<file path="src/bfpl_pkg.sv">
package bfpl_pkg;

    // ********************************************************************
    // Clock and time base
    // ********************************************************************
    localparam int CLK_HZ          = 25_000_000;
    localparam int TICK_US         = 1000;
    localparam int TICK_CYC        = CLK_HZ / 1_000_000 * TICK_US;
    localparam int PULSE_MIN_MS    = 20;
    localparam int PULSE_MAX_MS    = 15000;
    // ********************************************************************
    // Register map
    // ********************************************************************
    localparam logic [7:0] REG_CTRL    = 8'h00;
    localparam logic [7:0] REG_T_SP    = 8'h04;
    localparam logic [7:0] REG_T_MP    = 8'h08;
    localparam logic [7:0] REG_T_PLS   = 8'h0C;
    localparam logic [7:0] REG_T_CBF   = 8'h10;
    localparam logic [7:0] REG_T_REP   = 8'h14;
    localparam logic [7:0] REG_T_REL   = 8'h18;
    localparam logic [7:0] REG_STATUS  = 8'h1C;
    localparam logic [7:0] REG_ALARM   = 8'h20;

    // CTRL fields
    localparam int CTRL_OPM_LSB    = 0;
    localparam int CTRL_ISS_LSB    = 4;
    localparam int CTRL_LOWI_BIT   = 6;

    // Reset values of timing settings (ms)
    localparam logic [15:0] RST_T_SP  = 16'h0064;
    localparam logic [15:0] RST_T_MP  = 16'h0064;
    localparam logic [15:0] RST_T_PLS = 16'h0064;
    localparam logic [15:0] RST_T_CBF = 16'h0032;
    localparam logic [15:0] RST_T_REP = 16'h0032;
    localparam logic [15:0] RST_T_REL = 16'h01F4;

    // ********************************************************************
    // Modes and states
    // ********************************************************************
    typedef enum logic [2:0] {
        OPM_DISABLED   = 3'b000,
        OPM_CUR_CHECK  = 3'b001,
        OPM_REP_CUR    = 3'b010,
        OPM_UNBAL      = 3'b011,
        OPM_REP_UNBAL  = 3'b100,
        OPM_EXTERNAL   = 3'b101
    } bfpl_opm_t;

    typedef enum logic [1:0] {
        ISS_1CH_NOSUP  = 2'b00,
        ISS_1CH_SUP    = 2'b01,
        ISS_2CH_NOSUP  = 2'b10,
        ISS_2CH_SUP    = 2'b11
    } bfpl_iss_t;

    typedef enum logic [1:0] {
        ST_IDLE   = 2'b00,
        ST_STAGE1 = 2'b01,
        ST_STAGE2 = 2'b10,
        ST_TRIP   = 2'b11
    } bfpl_st_t;

endpackage

</file>
<file path="src/bfpl_core.sv">
// Behaviour
// RULE1: pulse start only in repeat modes
// RULE2: independent remote pulse start
// RULE3: remote pulse lasts 20 ms to 15 s
// RULE4: pulse fault raises bay, group alarm
// RULE5: pulse delay plus current gives feeder trip
// RULE6: still current after delay trips bus zone
// RULE7: busbar trip starts internal supervision
// RULE8: lasting current gives transfer trip
// RULE9: busbar breaker failure raises transfer alarms
// RULE10: remote equipment trips after multi-pole delay
// RULE11: coupler closed fault trips zone and coupler
// RULE12: persistent coupler current inverts its polarity
// RULE13: unbalanced coupler current trips healthy zone
// RULE14: breaker not ready selects breaker fault delay
// RULE15: not ready blocks repeat unless low-current
// RULE16: each trip also transfer trips; repeat_trip_o does not drive transfer_trip_o
// RULE17: four initiation supervision settings
// RULE18: six operating modes, each only its own
// RULE19: unsupervised initiation only for testing
// RULE20: pulse delay times pulse-mode repetition
// RULE21: timers reset when conditions drop out
`timescale 1ns/100ps
module bfpl_core
    import bfpl_pkg::*;
#(
    parameter int TICK_CYCLES = TICK_CYC
)(
    input  wire logic        ref_clk_i,           // 25 MHz clock
    input  wire logic        rst_i,               // Sync reset, high
    input  wire logic [7:0]  addr_i,              // Register address
    input  wire logic [31:0] wdata_i,             // Write data
    input  wire logic        wr_i,                // Write strobe
    input  wire logic        rd_i,                // Read strobe
    output logic      [31:0] rdata_o,             // Read data
    input  wire logic        feeder_init_i,       // Feeder start pin
    input  wire logic        multi_pole_i,        // Start is multi-pole
    input  wire logic        release_i,           // Release pin
    input  wire logic        remote_pulse_i,      // Remote pulse pin
    input  wire logic        remote_pulse_alloc_i,// Pulse input allocated
    input  wire logic        breaker_not_ready_i, // Not-ready pin
    input  wire logic        current_release_i,   // Current over threshold
    input  wire logic        sens_current_i,      // Over sensitive thresh.
    input  wire logic        busbar_trip_i,       // Busbar trip command
    input  wire logic        coupler_bay_i,       // Bay is a coupler
    output logic             repeat_trip_o,       // Feeder repeat trip
    output logic             bus_zone_trip_o,     // Own zone trip
    output logic             healthy_zone_trip_o, // Coupler other zone
    output logic             transfer_trip_o,     // To remote end
    output logic             invert_polarity_o,   // Coupler unbalance
    output logic             pulse_duration_alarm_o,   // Per-bay alarm
    output logic             pulse_duration_group_o,   // Group alarm
    output logic             transfer_trip_alarm_o,    // Per-bay alarm
    output logic             transfer_trip_group_o     // Group alarm
);

    // ********************************************************************
    // Input synchronisers
    // ********************************************************************
    logic [6:0] sy1_r, sy2_r, sy1_nxt;
    logic init_s, rel_s, pls_s, bnr_s, cur_s, sen_s, mp_s;

    always_comb
    begin
        sy1_nxt = {multi_pole_i, sens_current_i, current_release_i,
                   breaker_not_ready_i, remote_pulse_i, release_i,
                   feeder_init_i};
    end

    always_ff @(posedge ref_clk_i)
    begin
        if (rst_i)
        begin
            sy1_r <= 7'h00;
            sy2_r <= 7'h00;
        end
        else
        begin
            sy1_r <= sy1_nxt;
            sy2_r <= sy1_r;
        end
    end

    assign {mp_s, sen_s, cur_s, bnr_s, pls_s, rel_s, init_s} = sy2_r;

    // ********************************************************************
    // Settings registers
    // ********************************************************************
    logic [2:0]  opm_r, opm_nxt;
    logic [1:0]  iss_r, iss_nxt;
    logic        lowi_r, lowi_nxt;
    logic [15:0] t_sp_r, t_mp_r, t_pls_r, t_cbf_r, t_rep_r, t_rel_r;
    logic [15:0] t_sp_nxt, t_mp_nxt, t_pls_nxt, t_cbf_nxt;
    logic [15:0] t_rep_nxt, t_rel_nxt;
    logic [31:0] rdata_r, rdata_nxt;
    logic [3:0]  alarm_r;
    logic [1:0]  st_bits;

    // Decode writes, latch read data
    always_comb
    begin
        opm_nxt   = opm_r;
        iss_nxt   = iss_r;
        lowi_nxt  = lowi_r;
        t_sp_nxt  = t_sp_r;
        t_mp_nxt  = t_mp_r;
        t_pls_nxt = t_pls_r;
        t_cbf_nxt = t_cbf_r;
        t_rep_nxt = t_rep_r;
        t_rel_nxt = t_rel_r;
        rdata_nxt = 32'h0000_0000;
        if (wr_i)
        begin
            unique case (addr_i)
                REG_CTRL:
                begin
                    // RULE18: mode select
                    opm_nxt  = wdata_i[CTRL_OPM_LSB +: 3];
                    // RULE17: supervision select
                    iss_nxt  = wdata_i[CTRL_ISS_LSB +: 2];
                    lowi_nxt = wdata_i[CTRL_LOWI_BIT];
                end
                REG_T_SP:  t_sp_nxt  = wdata_i[15:0];
                REG_T_MP:  t_mp_nxt  = wdata_i[15:0];
                REG_T_PLS: t_pls_nxt = wdata_i[15:0];
                REG_T_CBF: t_cbf_nxt = wdata_i[15:0];
                REG_T_REP: t_rep_nxt = wdata_i[15:0];
                REG_T_REL: t_rel_nxt = wdata_i[15:0];
                default:   ;
            endcase
        end
        if (rd_i)
        begin
            unique case (addr_i)
                REG_CTRL:   rdata_nxt = {25'h0, lowi_r, iss_r, 1'b0, opm_r};
                REG_T_SP:   rdata_nxt = {16'h0, t_sp_r};
                REG_T_MP:   rdata_nxt = {16'h0, t_mp_r};
                REG_T_PLS:  rdata_nxt = {16'h0, t_pls_r};
                REG_T_CBF:  rdata_nxt = {16'h0, t_cbf_r};
                REG_T_REP:  rdata_nxt = {16'h0, t_rep_r};
                REG_T_REL:  rdata_nxt = {16'h0, t_rel_r};
                REG_STATUS: rdata_nxt = {24'h0, invert_polarity_o,
                                         transfer_trip_o, healthy_zone_trip_o,
                                         bus_zone_trip_o, repeat_trip_o,
                                         1'b0, st_bits};
                REG_ALARM:  rdata_nxt = {28'h0, alarm_r};
                default:    ;
            endcase
        end
    end

    always_ff @(posedge ref_clk_i)
    begin
        if (rst_i)
        begin
            opm_r   <= 3'h0;
            iss_r   <= 2'h3;
            lowi_r  <= 1'b0;
            t_sp_r  <= RST_T_SP;
            t_mp_r  <= RST_T_MP;
            t_pls_r <= RST_T_PLS;
            t_cbf_r <= RST_T_CBF;
            t_rep_r <= RST_T_REP;
            t_rel_r <= RST_T_REL;
            rdata_r <= 32'h0000_0000;
        end
        else
        begin
            opm_r   <= opm_nxt;
            iss_r   <= iss_nxt;
            lowi_r  <= lowi_nxt;
            t_sp_r  <= t_sp_nxt;
            t_mp_r  <= t_mp_nxt;
            t_pls_r <= t_pls_nxt;
            t_cbf_r <= t_cbf_nxt;
            t_rep_r <= t_rep_nxt;
            t_rel_r <= t_rel_nxt;
            rdata_r <= rdata_nxt;
        end
    end

    assign rdata_o = rdata_r;

    // ********************************************************************
    // Millisecond tick divider
    // ********************************************************************
    logic [15:0] div_r, div_nxt;
    logic        tick;

    assign tick = (div_r == 16'(TICK_CYCLES - 1));

    always_comb
    begin
        div_nxt = tick ? 16'h0000 : div_r + 16'h0001;
    end

    always_ff @(posedge ref_clk_i)
    begin
        if (rst_i)
            div_r <= 16'h0000;
        else
            div_r <= div_nxt;
    end

    // ********************************************************************
    // Initiation qualification
    // ********************************************************************
    logic sup_on, two_ch, mode_rep, mode_unb, mode_ext, mode_on;
    logic start_raw, start_ok, pls_ok, sup_fail;

    assign sup_on   = iss_r[0];
    assign two_ch   = iss_r[1];
    assign mode_rep = (opm_r == OPM_REP_CUR) || (opm_r == OPM_REP_UNBAL);
    assign mode_unb = (opm_r == OPM_UNBAL) || (opm_r == OPM_REP_UNBAL);
    assign mode_ext = (opm_r == OPM_EXTERNAL);
    assign mode_on  = (opm_r != OPM_DISABLED) && (opm_r <= OPM_EXTERNAL);

    // RULE17: two-channel needs release
    assign start_raw = init_s && (!two_ch || rel_s);
    assign start_ok  = start_raw && mode_on && !sup_fail;
    // RULE1: pulse only in repeat modes
    // RULE2: independent allocated pulse start
    assign pls_ok = remote_pulse_alloc_i && pls_s && mode_rep;

    // ********************************************************************
    // Release and pulse duration supervision
    // ********************************************************************
    logic [15:0] sup_ms_r, sup_ms_nxt, pls_ms_r, pls_ms_nxt;
    logic        sup_fail_r, sup_fail_nxt, pls_al_r, pls_al_nxt;
    logic        pls_d_r;

    always_comb
    begin
        sup_ms_nxt   = start_raw ? sup_ms_r : 16'h0000;
        sup_fail_nxt = sup_fail_r && start_raw;
        if (start_raw && tick && sup_on)
        begin
            if (sup_ms_r >= t_rel_r)
                sup_fail_nxt = 1'b1;
            else
                sup_ms_nxt = sup_ms_r + 16'h0001;
        end
        // RULE3: pulse window 20 ms to 15 s
        pls_ms_nxt = pls_s ? pls_ms_r : 16'h0000;
        if (pls_s && tick && pls_ms_r != 16'hFFFF)
            pls_ms_nxt = pls_ms_r + 16'h0001;
        // RULE4: duration fault alarms, set wins
        pls_al_nxt = pls_al_r;
        if (wr_i && addr_i == REG_ALARM && wdata_i[0])
            pls_al_nxt = 1'b0;
        if (remote_pulse_alloc_i && pls_s
            && pls_ms_r > 16'(PULSE_MAX_MS))
            pls_al_nxt = 1'b1;
        if (remote_pulse_alloc_i && !pls_s && pls_d_r
            && pls_ms_r < 16'(PULSE_MIN_MS))
            pls_al_nxt = 1'b1;
    end

    always_ff @(posedge ref_clk_i)
    begin
        if (rst_i)
        begin
            sup_ms_r   <= 16'h0000;
            sup_fail_r <= 1'b0;
            pls_ms_r   <= 16'h0000;
            pls_al_r   <= 1'b0;
            pls_d_r    <= 1'b0;
        end
        else
        begin
            sup_ms_r   <= sup_ms_nxt;
            sup_fail_r <= sup_fail_nxt;
            pls_ms_r   <= pls_ms_nxt;
            pls_al_r   <= pls_al_nxt;
            pls_d_r    <= pls_s;
        end
    end

    assign sup_fail = sup_fail_r;

    // ********************************************************************
    // Two-stage breaker-failure sequencer
    // ********************************************************************
    bfpl_st_t    st_r, st_nxt;
    logic [15:0] ms_r, ms_nxt, t1, t2;
    logic        cur_ok, active, bnr_lat_r, bnr_lat_nxt, use_pls_r, use_pls_nxt;
    logic        rep_nxt, rep_r, bz_nxt, bz_r;

    assign cur_ok = cur_s || sen_s;
    assign active = start_ok || (use_pls_r && pls_ok);

    // Stage delays
    always_comb
    begin
        // RULE20: pulse delay times repetition
        t1 = use_pls_r ? t_pls_r : t_rep_r;
        // RULE14: not-ready delay substitution
        if (bnr_lat_r)
            t2 = t_cbf_r;
        else
            t2 = mp_s ? t_mp_r : t_sp_r;
    end

    always_comb
    begin
        st_nxt      = st_r;
        ms_nxt      = (tick && ms_r != 16'hFFFF) ? ms_r + 16'h0001 : ms_r;
        bnr_lat_nxt = bnr_lat_r;
        use_pls_nxt = use_pls_r;
        rep_nxt     = 1'b0;
        bz_nxt      = 1'b0;
        unique case (st_r)
            ST_IDLE:
            begin
                ms_nxt = 16'h0000;
                if (start_ok || pls_ok)
                begin
                    bnr_lat_nxt = bnr_s;
                    use_pls_nxt = pls_ok && !start_ok;
                    st_nxt = (mode_ext && start_ok) ? ST_TRIP : ST_STAGE1;
                end
            end
            ST_STAGE1:
            begin
                // RULE21: drop-out restarts timers
                if (!active || !cur_ok && !mode_unb && !lowi_r)
                    st_nxt = ST_IDLE;
                else if (ms_r >= t1)
                begin
                    st_nxt = ST_STAGE2;
                    ms_nxt = 16'h0000;
                end
            end
            ST_STAGE2:
            begin
                // RULE5: pulse feeder trip
                // RULE15: not-ready blocks repetition
                rep_nxt = (mode_rep || use_pls_r)
                          && (!bnr_lat_r || lowi_r) && cur_ok;
                if (!active || !cur_ok)
                    st_nxt = ST_IDLE;
                // RULE6: second stage after delay
                else if (ms_r >= t2)
                    st_nxt = ST_TRIP;
            end
            ST_TRIP:
            begin
                bz_nxt = 1'b1;
                if (!active)
                    st_nxt = ST_IDLE;
            end
            default: st_nxt = ST_IDLE;
        endcase
    end

    always_ff @(posedge ref_clk_i)
    begin
        if (rst_i)
        begin
            st_r      <= ST_IDLE;
            ms_r      <= 16'h0000;
            bnr_lat_r <= 1'b0;
            use_pls_r <= 1'b0;
            rep_r     <= 1'b0;
            bz_r      <= 1'b0;
        end
        else
        begin
            st_r      <= st_nxt;
            ms_r      <= ms_nxt;
            bnr_lat_r <= bnr_lat_nxt;
            use_pls_r <= use_pls_nxt;
            rep_r     <= rep_nxt;
            bz_r      <= bz_nxt;
        end
    end

    assign st_bits = st_r;

    // ********************************************************************
    // Internal supervision after busbar trip
    // ********************************************************************
    logic [15:0] bb_ms_r, bb_ms_nxt;
    logic        bb_tt_r, bb_tt_nxt, inv_r, inv_nxt, hz_r, hz_nxt;
    logic        tt_al_r, tt_al_nxt;

    always_comb
    begin
        // RULE7: supervise tripped feeder
        // RULE11: coupler bays included
        bb_ms_nxt = busbar_trip_i ? bb_ms_r : 16'h0000;
        if (busbar_trip_i && tick && bb_ms_r != 16'hFFFF)
            bb_ms_nxt = bb_ms_r + 16'h0001;
        // RULE8: transfer trip on persisting current
        // RULE10: multi-pole delay timing
        bb_tt_nxt = busbar_trip_i && cur_s && (bb_ms_r >= t_mp_r)
                    && !coupler_bay_i;
        // RULE12: coupler current unbalancing
        inv_nxt = busbar_trip_i && coupler_bay_i && cur_s
                  && (bb_ms_r >= t_mp_r) || (inv_r && busbar_trip_i);
        // RULE13: healthy zone trip
        hz_nxt = inv_r && busbar_trip_i && cur_ok;
        // RULE9: transfer trip alarms
        tt_al_nxt = tt_al_r || bb_tt_r || hz_r;
        if (wr_i && addr_i == REG_ALARM && wdata_i[1] && !bb_tt_r && !hz_r)
            tt_al_nxt = 1'b0;
    end

    always_ff @(posedge ref_clk_i)
    begin
        if (rst_i)
        begin
            bb_ms_r <= 16'h0000;
            bb_tt_r <= 1'b0;
            inv_r   <= 1'b0;
            hz_r    <= 1'b0;
            tt_al_r <= 1'b0;
        end
        else
        begin
            bb_ms_r <= bb_ms_nxt;
            bb_tt_r <= bb_tt_nxt;
            inv_r   <= inv_nxt;
            hz_r    <= hz_nxt;
            tt_al_r <= tt_al_nxt;
        end
    end

    // ********************************************************************
    // Outputs
    // ********************************************************************
    assign alarm_r   = {2'b00, tt_al_r, pls_al_r};

    assign repeat_trip_o          = rep_r;
    assign bus_zone_trip_o        = bz_r;
    assign healthy_zone_trip_o    = hz_r;
    // RULE16: trip also transfer trips
    assign transfer_trip_o        = bz_r || bb_tt_r || hz_r;
    assign invert_polarity_o      = inv_r;
    assign pulse_duration_alarm_o = pls_al_r;
    assign pulse_duration_group_o = pls_al_r;
    assign transfer_trip_alarm_o  = tt_al_r;
    assign transfer_trip_group_o  = tt_al_r;

endmodule

</file>
<file path="config.mk">
export PLATFORM = sky130hd
export DESIGN_NAME = bfpl_core
export DESIGN_NICKNAME = d
export VERILOG_FILES = /design/src/bfpl_pkg.sv /design/src/bfpl_core.sv
export SDC_FILE = /design/constraint.sdc
export NUM_CORES = 1
export LEC_CHECK = 0
export ABC_AREA = 1
export ABC_CLOCK_PERIOD_IN_PS = 2000
export BUFFER_PORTS_ARGS = -buffer_cell sky130_fd_sc_hd__clkbuf_2
export CAP_MARGIN = 20
export CORE_ASPECT_RATIO = 1.4
export CORE_MARGIN = 8
export CORE_UTILIZATION = 23
export CTS_BUF_LIST = sky130_fd_sc_hd__clkbuf_4
export CTS_CLUSTER_SIZE = 28
export DETAILED_ROUTE_END_ITERATION = 8
export GPL_TIMING_DRIVEN = 0
export SYNTH_ARGS = -nofsm -noshare
export SYNTH_HDL_FRONTEND = slang
export SYNTH_SLANG_ARGS = --single-unit
</file>
<file path="constraint.sdc">
create_clock -name ref_clk_i -period 2 [get_ports ref_clk_i]
set_input_delay 0.6 -clock ref_clk_i [delete_from_list [all_inputs] [get_ports ref_clk_i]]
set_output_delay 0.6 -clock ref_clk_i [all_outputs]
set_load 0.01 [all_outputs]
</file>
Yosys cells after proc, flatten, opt, wreduce, memory -nomap -nowiden --
Index checks and enable logic that the tools add are counted.
Operators by class: reductions and logical operators 82, bitwise logic cells 2, equality and inequality tests 25, $add $sub $neg 5, $lt $le $gt $ge 7, multiplexer cells 29
Operators by type and width (count):
- 16-bit 2-to-1 mux | 13
- 16-bit case mux with 9 select lines | 1
- 16-bit by 1-bit adder with 16-bit output (second input constant) | 5
- 16-bit greater-or-equal comparator | 4
- 16-bit != test (second input constant) | 3
- 1-bit logical AND | 38
- 8-bit by 5-bit == test with 1-bit output (second input constant) | 4
- 16-bit case mux with 2 select lines | 1
- 16-bit by 15-bit == test with 1-bit output (second input constant) | 1
- 8-bit by 4-bit == test with 1-bit output (second input constant) | 2
- 16-bit by 14-bit > comparator with 1-bit output (second input constant) | 1
- 16-bit by 5-bit < comparator with 1-bit output (second input constant) | 1
- 2-bit AND reduction | 8
- 1-bit logical OR | 15
- 2-bit 2-to-1 mux | 7
- 1-bit logical NOT | 12
- 8-bit by 3-bit == test with 1-bit output (second input constant) | 1
- 8-bit by 6-bit == test with 1-bit output (second input constant) | 1
- 8-bit logical NOT | 1
- 2-bit case mux with 4 select lines | 1
- 2-bit OR reduction | 4
- 3-bit by 2-bit == test with 1-bit output (second input constant) | 2
- 3-bit == test (second input constant) | 2
- 1-bit 2-to-1 mux | 6
- other kinds (10) | 16
Word-level totals: output and inout port bits 41, logic and storage cells 179, bits in registers 241

Logic depth before layout (Yosys ltp) --
depth after elaboration 10, mapped depth 18, mapped depth without buffers 16

Worst setup path after synthesis --
Ideal clock, no wire load.
path kind register -> register, start reg use_pls_r, end reg ms_r[7], required time 1.936 ns, slack -0.129 ns, buffers on the path 3, stages on the path, launching flop included 14, arrival time 2.065 ns, cell sequence dfxtp_1 > clkbuf_1 > buf_1 > nand2_1 > o21ai_0 > ha_1 > a21oi_1 > o21ai_0 > a21oi_1 > nand2_1 > nand2_1 > nand3_2 > buf_4 > nor2_1
On the way: cells in the longest elaborated chain, start to end 6
Ends and longest elaborated chain:
- from (decl) | line bfpl_core.sv:286 | logic cur_ok, active, bnr_lat_r, bnr_lat_nxt, use_pls_r, use_pls_nxt;
- from (signal assigned) | line bfpl_core.sv:372 | use_pls_r <= use_pls_nxt;
- branches (longest 4 deep; another with 16-bit greater-or-equal comparator)
- 16-bit 2-to-1 mux (*) | line bfpl_core.sv:326 | if (!active || !cur_ok && !mode_unb && !lowi_r)
- 16-bit case mux with 2 select lines (*) | line bfpl_core.sv:312 | unique case (st_r)
- to (signal assigned) | line bfpl_core.sv:370 | ms_r <= ms_nxt;
- to (decl) | line bfpl_core.sv:285 | logic [15:0] ms_r, ms_nxt, t1, t2;
Every way passes the cells marked *. A chain may end at the register's enable or synchronous reset.

Final worst setup path --
start reg use_pls_r, end reg ms_r[3]
Same word-level chain as after synthesis.

==> impl_metrics.sql <==
INSERT INTO impl_metrics (metric_group, metric, value, unit) VALUES
('global_route', 'global_route_wire_length_before_repair', '68.86', 'mm'),
('clock_tree', 'clk_path_buf_depth', '3', ''),
('min_path', 'hold_path_class', 'primary input to flop', ''),
('floorplan', 'area_enclosed_by_the_die_boundary', '62060', 'um^2'),
('synth', 'synthArstFlopShare', '0', ''),
('synth', 'synth_edf_count', '0', ''),
('worst_setup_path', 'setup.worst_path.start_class', 'flop', ''),
('placed_design', 'port-buffer-count', '60', ''),
('clock_tree', 'cts_inserted_buffers', '59', ''),
('power', 'power.clock.fraction', '0.456', ''),
('synth', 'synth.top_cells.by_count', 'sky130_fd_sc_hd__nand2_1 (277), sky130_fd_sc_hd__dfxtp_1 (225), sky130_fd_sc_hd__inv_1 (212)', ''),
('synth', 'yosysUniqueCellTypes', '50', ''),
('final_layout', 'register_area', '4552', 'um^2'),
('final_layout', 'flow.area_growth_from_synthesis', '25.50', '%'),
('synth', 'mappedNetlistArea', '12480', 'um^2'),
('sta', 'min_period', '2.271', 'ns'),
('power', 'p_seq_frac', '0.495', ''),
('clock_tree', 'cts_num_sinks', '225', ''),
('worst_setup_path', 'timing.critical_path.cells', 'clkbuf_16, buf_8, nand2_1, o21ai_1, ha_1, a21oi_1, o21ai_2, a21oi_4, nand2_2, nand2_2, nand3_4, buf_6, nor2_1', ''),
('synth', 'synth_area_leader_cell', 'sky130_fd_sc_hd__dfxtp_1', ''),
('min_path', 'timing.hold.worst_path_depth', '3', ''),
('worst_setup_path', 'critical_path_startpoint', 'use_pls_r$_SDFFE_PP0P_', ''),
('clock_tree', 'clk_pin_slew_worst_paths', '0.06', 'ns'),
('synth', 'synth_seq_area_share', '0.3610', ''),
('sta', 'report.final.slew_viol_count', '0', ''),
('route', 'via_per_inst', '4.732', ''),
('worst_setup_path', 'critical_path.max_stage_delay', '0.37', 'ns'),
('placed_design', 'hpwlAfterDp', '33.04', 'mm'),
('sta', 'hold_viol', '0', ''),
('worst_setup_path', 'worst_ep_arrival_time', '2.91', 'ns'),
('synth', 'synth.most_common_cell', 'sky130_fd_sc_hd__nand2_1', ''),
('clock_tree', 'cts_root_buffer', 'sky130_fd_sc_hd__clkbuf_4', ''),
('global_route', 'first_global_vias', '12510', ''),
('final_layout', 'design.final.nets', '2083', ''),
('worst_setup_path', 'critical_path_required', '2.64', 'ns'),
('power', 'netSwitchingPower', '2389', 'uW'),
('global_route', 'grt_util_all_layers', '0.1404', ''),
('sta', 'max_freq', '440.2', 'MHz'),
('worst_setup_path', 'critical_path.n_buffers_inverters', '3', ''),
('outcome', 'failed_checks', 'negative setup slack', ''),
('sta', 'rsz0062_at_grt', 'true', ''),
('final_layout', 'design_area', '15660', 'um^2'),
('synth', 'synth_flop_cell', 'sky130_fd_sc_hd__dfxtp_1', ''),
('worst_setup_path', 'reg2reg_depth', '13', ''),
('sta', 'slew-limit-headroom', '0.5085', ''),
('floorplan', 'die_h', '291.6', 'um'),
('clock_tree', 'h_tree_lvl_count', '2', ''),
('final_layout', 'n_fill_cell', '5914', ''),
('outcome', 'outcome', 'complete, but fails checks', ''),
('min_path', 'hp-start', 'wdata_i[7]', ''),
('worst_setup_path', 'critical_path_peak_fanout', '7', ''),
('global_route', 'grt_antenna_before_repair', '1', ''),
('synth', 'syn_avg_cell_area', '7.044', 'um^2'),
('worst_setup_path', 'worst-path-stages', '13', ''),
('sta', 'setup_viol_count_final', '19', ''),
('power', 'leakage', '0.006472', 'uW'),
('sta', 'post-route-worst-setup-slack', '-0.2715', 'ns'),
('power', 'cellPowerDensity', '582.3', 'nW/um^2'),
('synth', 'yosys_warnings', '0', ''),
('global_route', 'grt_start_max_net_pins', '17', ''),
('sta', 'max_slew.worst_pin.slew', '0.7373', 'ns'),
('worst_setup_path', 'crit_path_top_delay_cell', 'sky130_fd_sc_hd__dfxtp_4', ''),
('route', 'drt_wl_total', '44.47', 'mm'),
('final_layout', 'layout-drive-gt1-share', '0.2138', ''),
('route', 'count_of_antenna_violating_nets_left_after_detailed_routing', '0', ''),
('worst_setup_path', 'critical_path.endpoint_type', 'flop', ''),
('clock_tree', 'cts_tree', 'built', ''),
('synth', 'synthesis.instances', '1771', ''),
('worst_setup_path', 'critical_path_class', 'flop to flop', ''),
('power', 'swShare', '0.2620', ''),
('power', 'combinationalPowerShare', '0.049', '');
[cells in the final DEF (no fill, tap or decap), types with 8 or more instances in the layout]
master / netlist / final
sky130_fd_sc_hd__inv_2: 11 / 17
sky130_fd_sc_hd__nor2_4: 7 / 13
sky130_fd_sc_hd__buf_2: 25 / 25
sky130_fd_sc_hd__inv_1: 212 / 205
sky130_fd_sc_hd__clkbuf_1: 27 / 21
sky130_fd_sc_hd__nor2_1: 176 / 164
sky130_fd_sc_hd__xnor2_1: 9 / 9
sky130_fd_sc_hd__dfxtp_1: 225 / 209
sky130_fd_sc_hd__nor3_1: 44 / 38
sky130_fd_sc_hd__o21ai_1: 1 / 19
sky130_fd_sc_hd__clkbuf_2: 1 / 57
sky130_fd_sc_hd__nand2_2: 6 / 21
sky130_fd_sc_hd__o211ai_1: 19 / 19
sky130_fd_sc_hd__buf_6: 4 / 13
sky130_fd_sc_hd__o21ai_0: 180 / 140
sky130_fd_sc_hd__ha_1: 70 / 60
sky130_fd_sc_hd__o22ai_1: 22 / 22
sky130_fd_sc_hd__nand4_1: 33 / 33
sky130_fd_sc_hd__buf_4: 21 / 58
sky130_fd_sc_hd__conb_1: 1 / 16
sky130_fd_sc_hd__dlygate4sd3_1: 0 / 8
sky130_fd_sc_hd__a21oi_1: 198 / 180
sky130_fd_sc_hd__nand3_1: 106 / 101
sky130_fd_sc_hd__dfxtp_4: 0 / 11
sky130_fd_sc_hd__o21ai_2: 0 / 16
sky130_fd_sc_hd__nand2_1: 277 / 257
sky130_fd_sc_hd__xor2_1: 25 / 25
sky130_fd_sc_hd__nand3_2: 5 / 9
sky130_fd_sc_hd__nor2_2: 6 / 12
sky130_fd_sc_hd__clkbuf_4: 0 / 86
sky130_fd_sc_hd__a21oi_2: 0 / 16
sky130_fd_sc_hd__clkinv_1: 1 / 11
[final timing paths]
check | endpoint | slack (ns)
worst max-delay path | ms_r[3]$_SDFF_PP0_ | -0.27
worst min-delay path | t_rel_r[7]$_SDFFE_PP1P_ | 0.12
worst min register to register | sy2_r[1]$_SDFF_PP0_ | 0.40
worst max register to register | ms_r[3]$_SDFF_PP0_ | -0.27
[tightest hold or removal path: cells and delay by family]
kind / cells / cell delay (ns)
buffers and inverters: 1 / 0.11
AOI/OAI and AO/OA: 2 / 0.12
[power groups by stage]
stage                     Clock (uW)  Sequential [uW]  Combinational [uW]
after floorplan                    0             4620                 215
after global placement             0             4620                 386
after detailed placement           0             4620                 386
after CTS                       4270             4510                 426
after global routing            4470             4510                 483
final                           4160             4510                 451
[stage by stage]
step | util | setup WS (ns) | TNS [ns] | total power [uW]
floorplan | - | 0.0008054 | 0 | 4833
global placement | 0.2546 | -0.7039 | -48.91 | 5009
detailed placement | 0.2546 | -0.7079 | -48.56 | 5009
CTS | 0.2819 | -0.2063 | -2.992 | 9209
global route | 0.2902 | -0.3324 | -6.461 | 9458
finish | 0.2902 | -0.2715 | -3.850 | 9117
[repair_timing]
action	CTS	global route
setup buffers	27	15
endpoints found under the hold margin	8	0
hold buffers	8	0
pin swaps	25	38
gates resized for setup	133	110
cloned	5	1
setup endpoints to repair	67	76
[layout make-up]
type | count | share of cell area
Inverter | 225 | 0.05506
Clock inverter | 18 | 0.006633
Timing Repair Buffer | 115 | 0.05138
Sequential cell | 225 | 0.2907
Multi-Input combinational cell | 1251 | 0.4616
Clock buffer | 86 | 0.04123
Antenna cell | 1 | 0.0001598
Tap cell | 721 | 0.05762
Buffer | 82 | 0.03556
[metal layers]
metal  routed length, um  up-vias  global-route usage
met1               17300     5895              0.1597
li1                    -     6302                   -
met3                2718      190             0.02253
met5                   0        -                   0
met2               21350      502              0.2391
met4                3102        0             0.09241
[cells by family (layout without fill, tap and decap cells)]
kind of cell | Yosys count | count (layout) | synth area share
buffers and inverters | 310 | 526 | 0.1057
xor gates and xnor gates | 34 | 34 | 0.02387
and+or+nand+nor | 690 | 690 | 0.2496
muxes | 1 | 1 | 0.0008024
AOI/OAI and AO/OA | 440 | 440 | 0.1884
adders and majority gates | 70 | 70 | 0.07020
DFF | 225 | 225 | 0.3610
other | 1 | 17 | 0.0003006
Power figures use the tool's default switching activity.
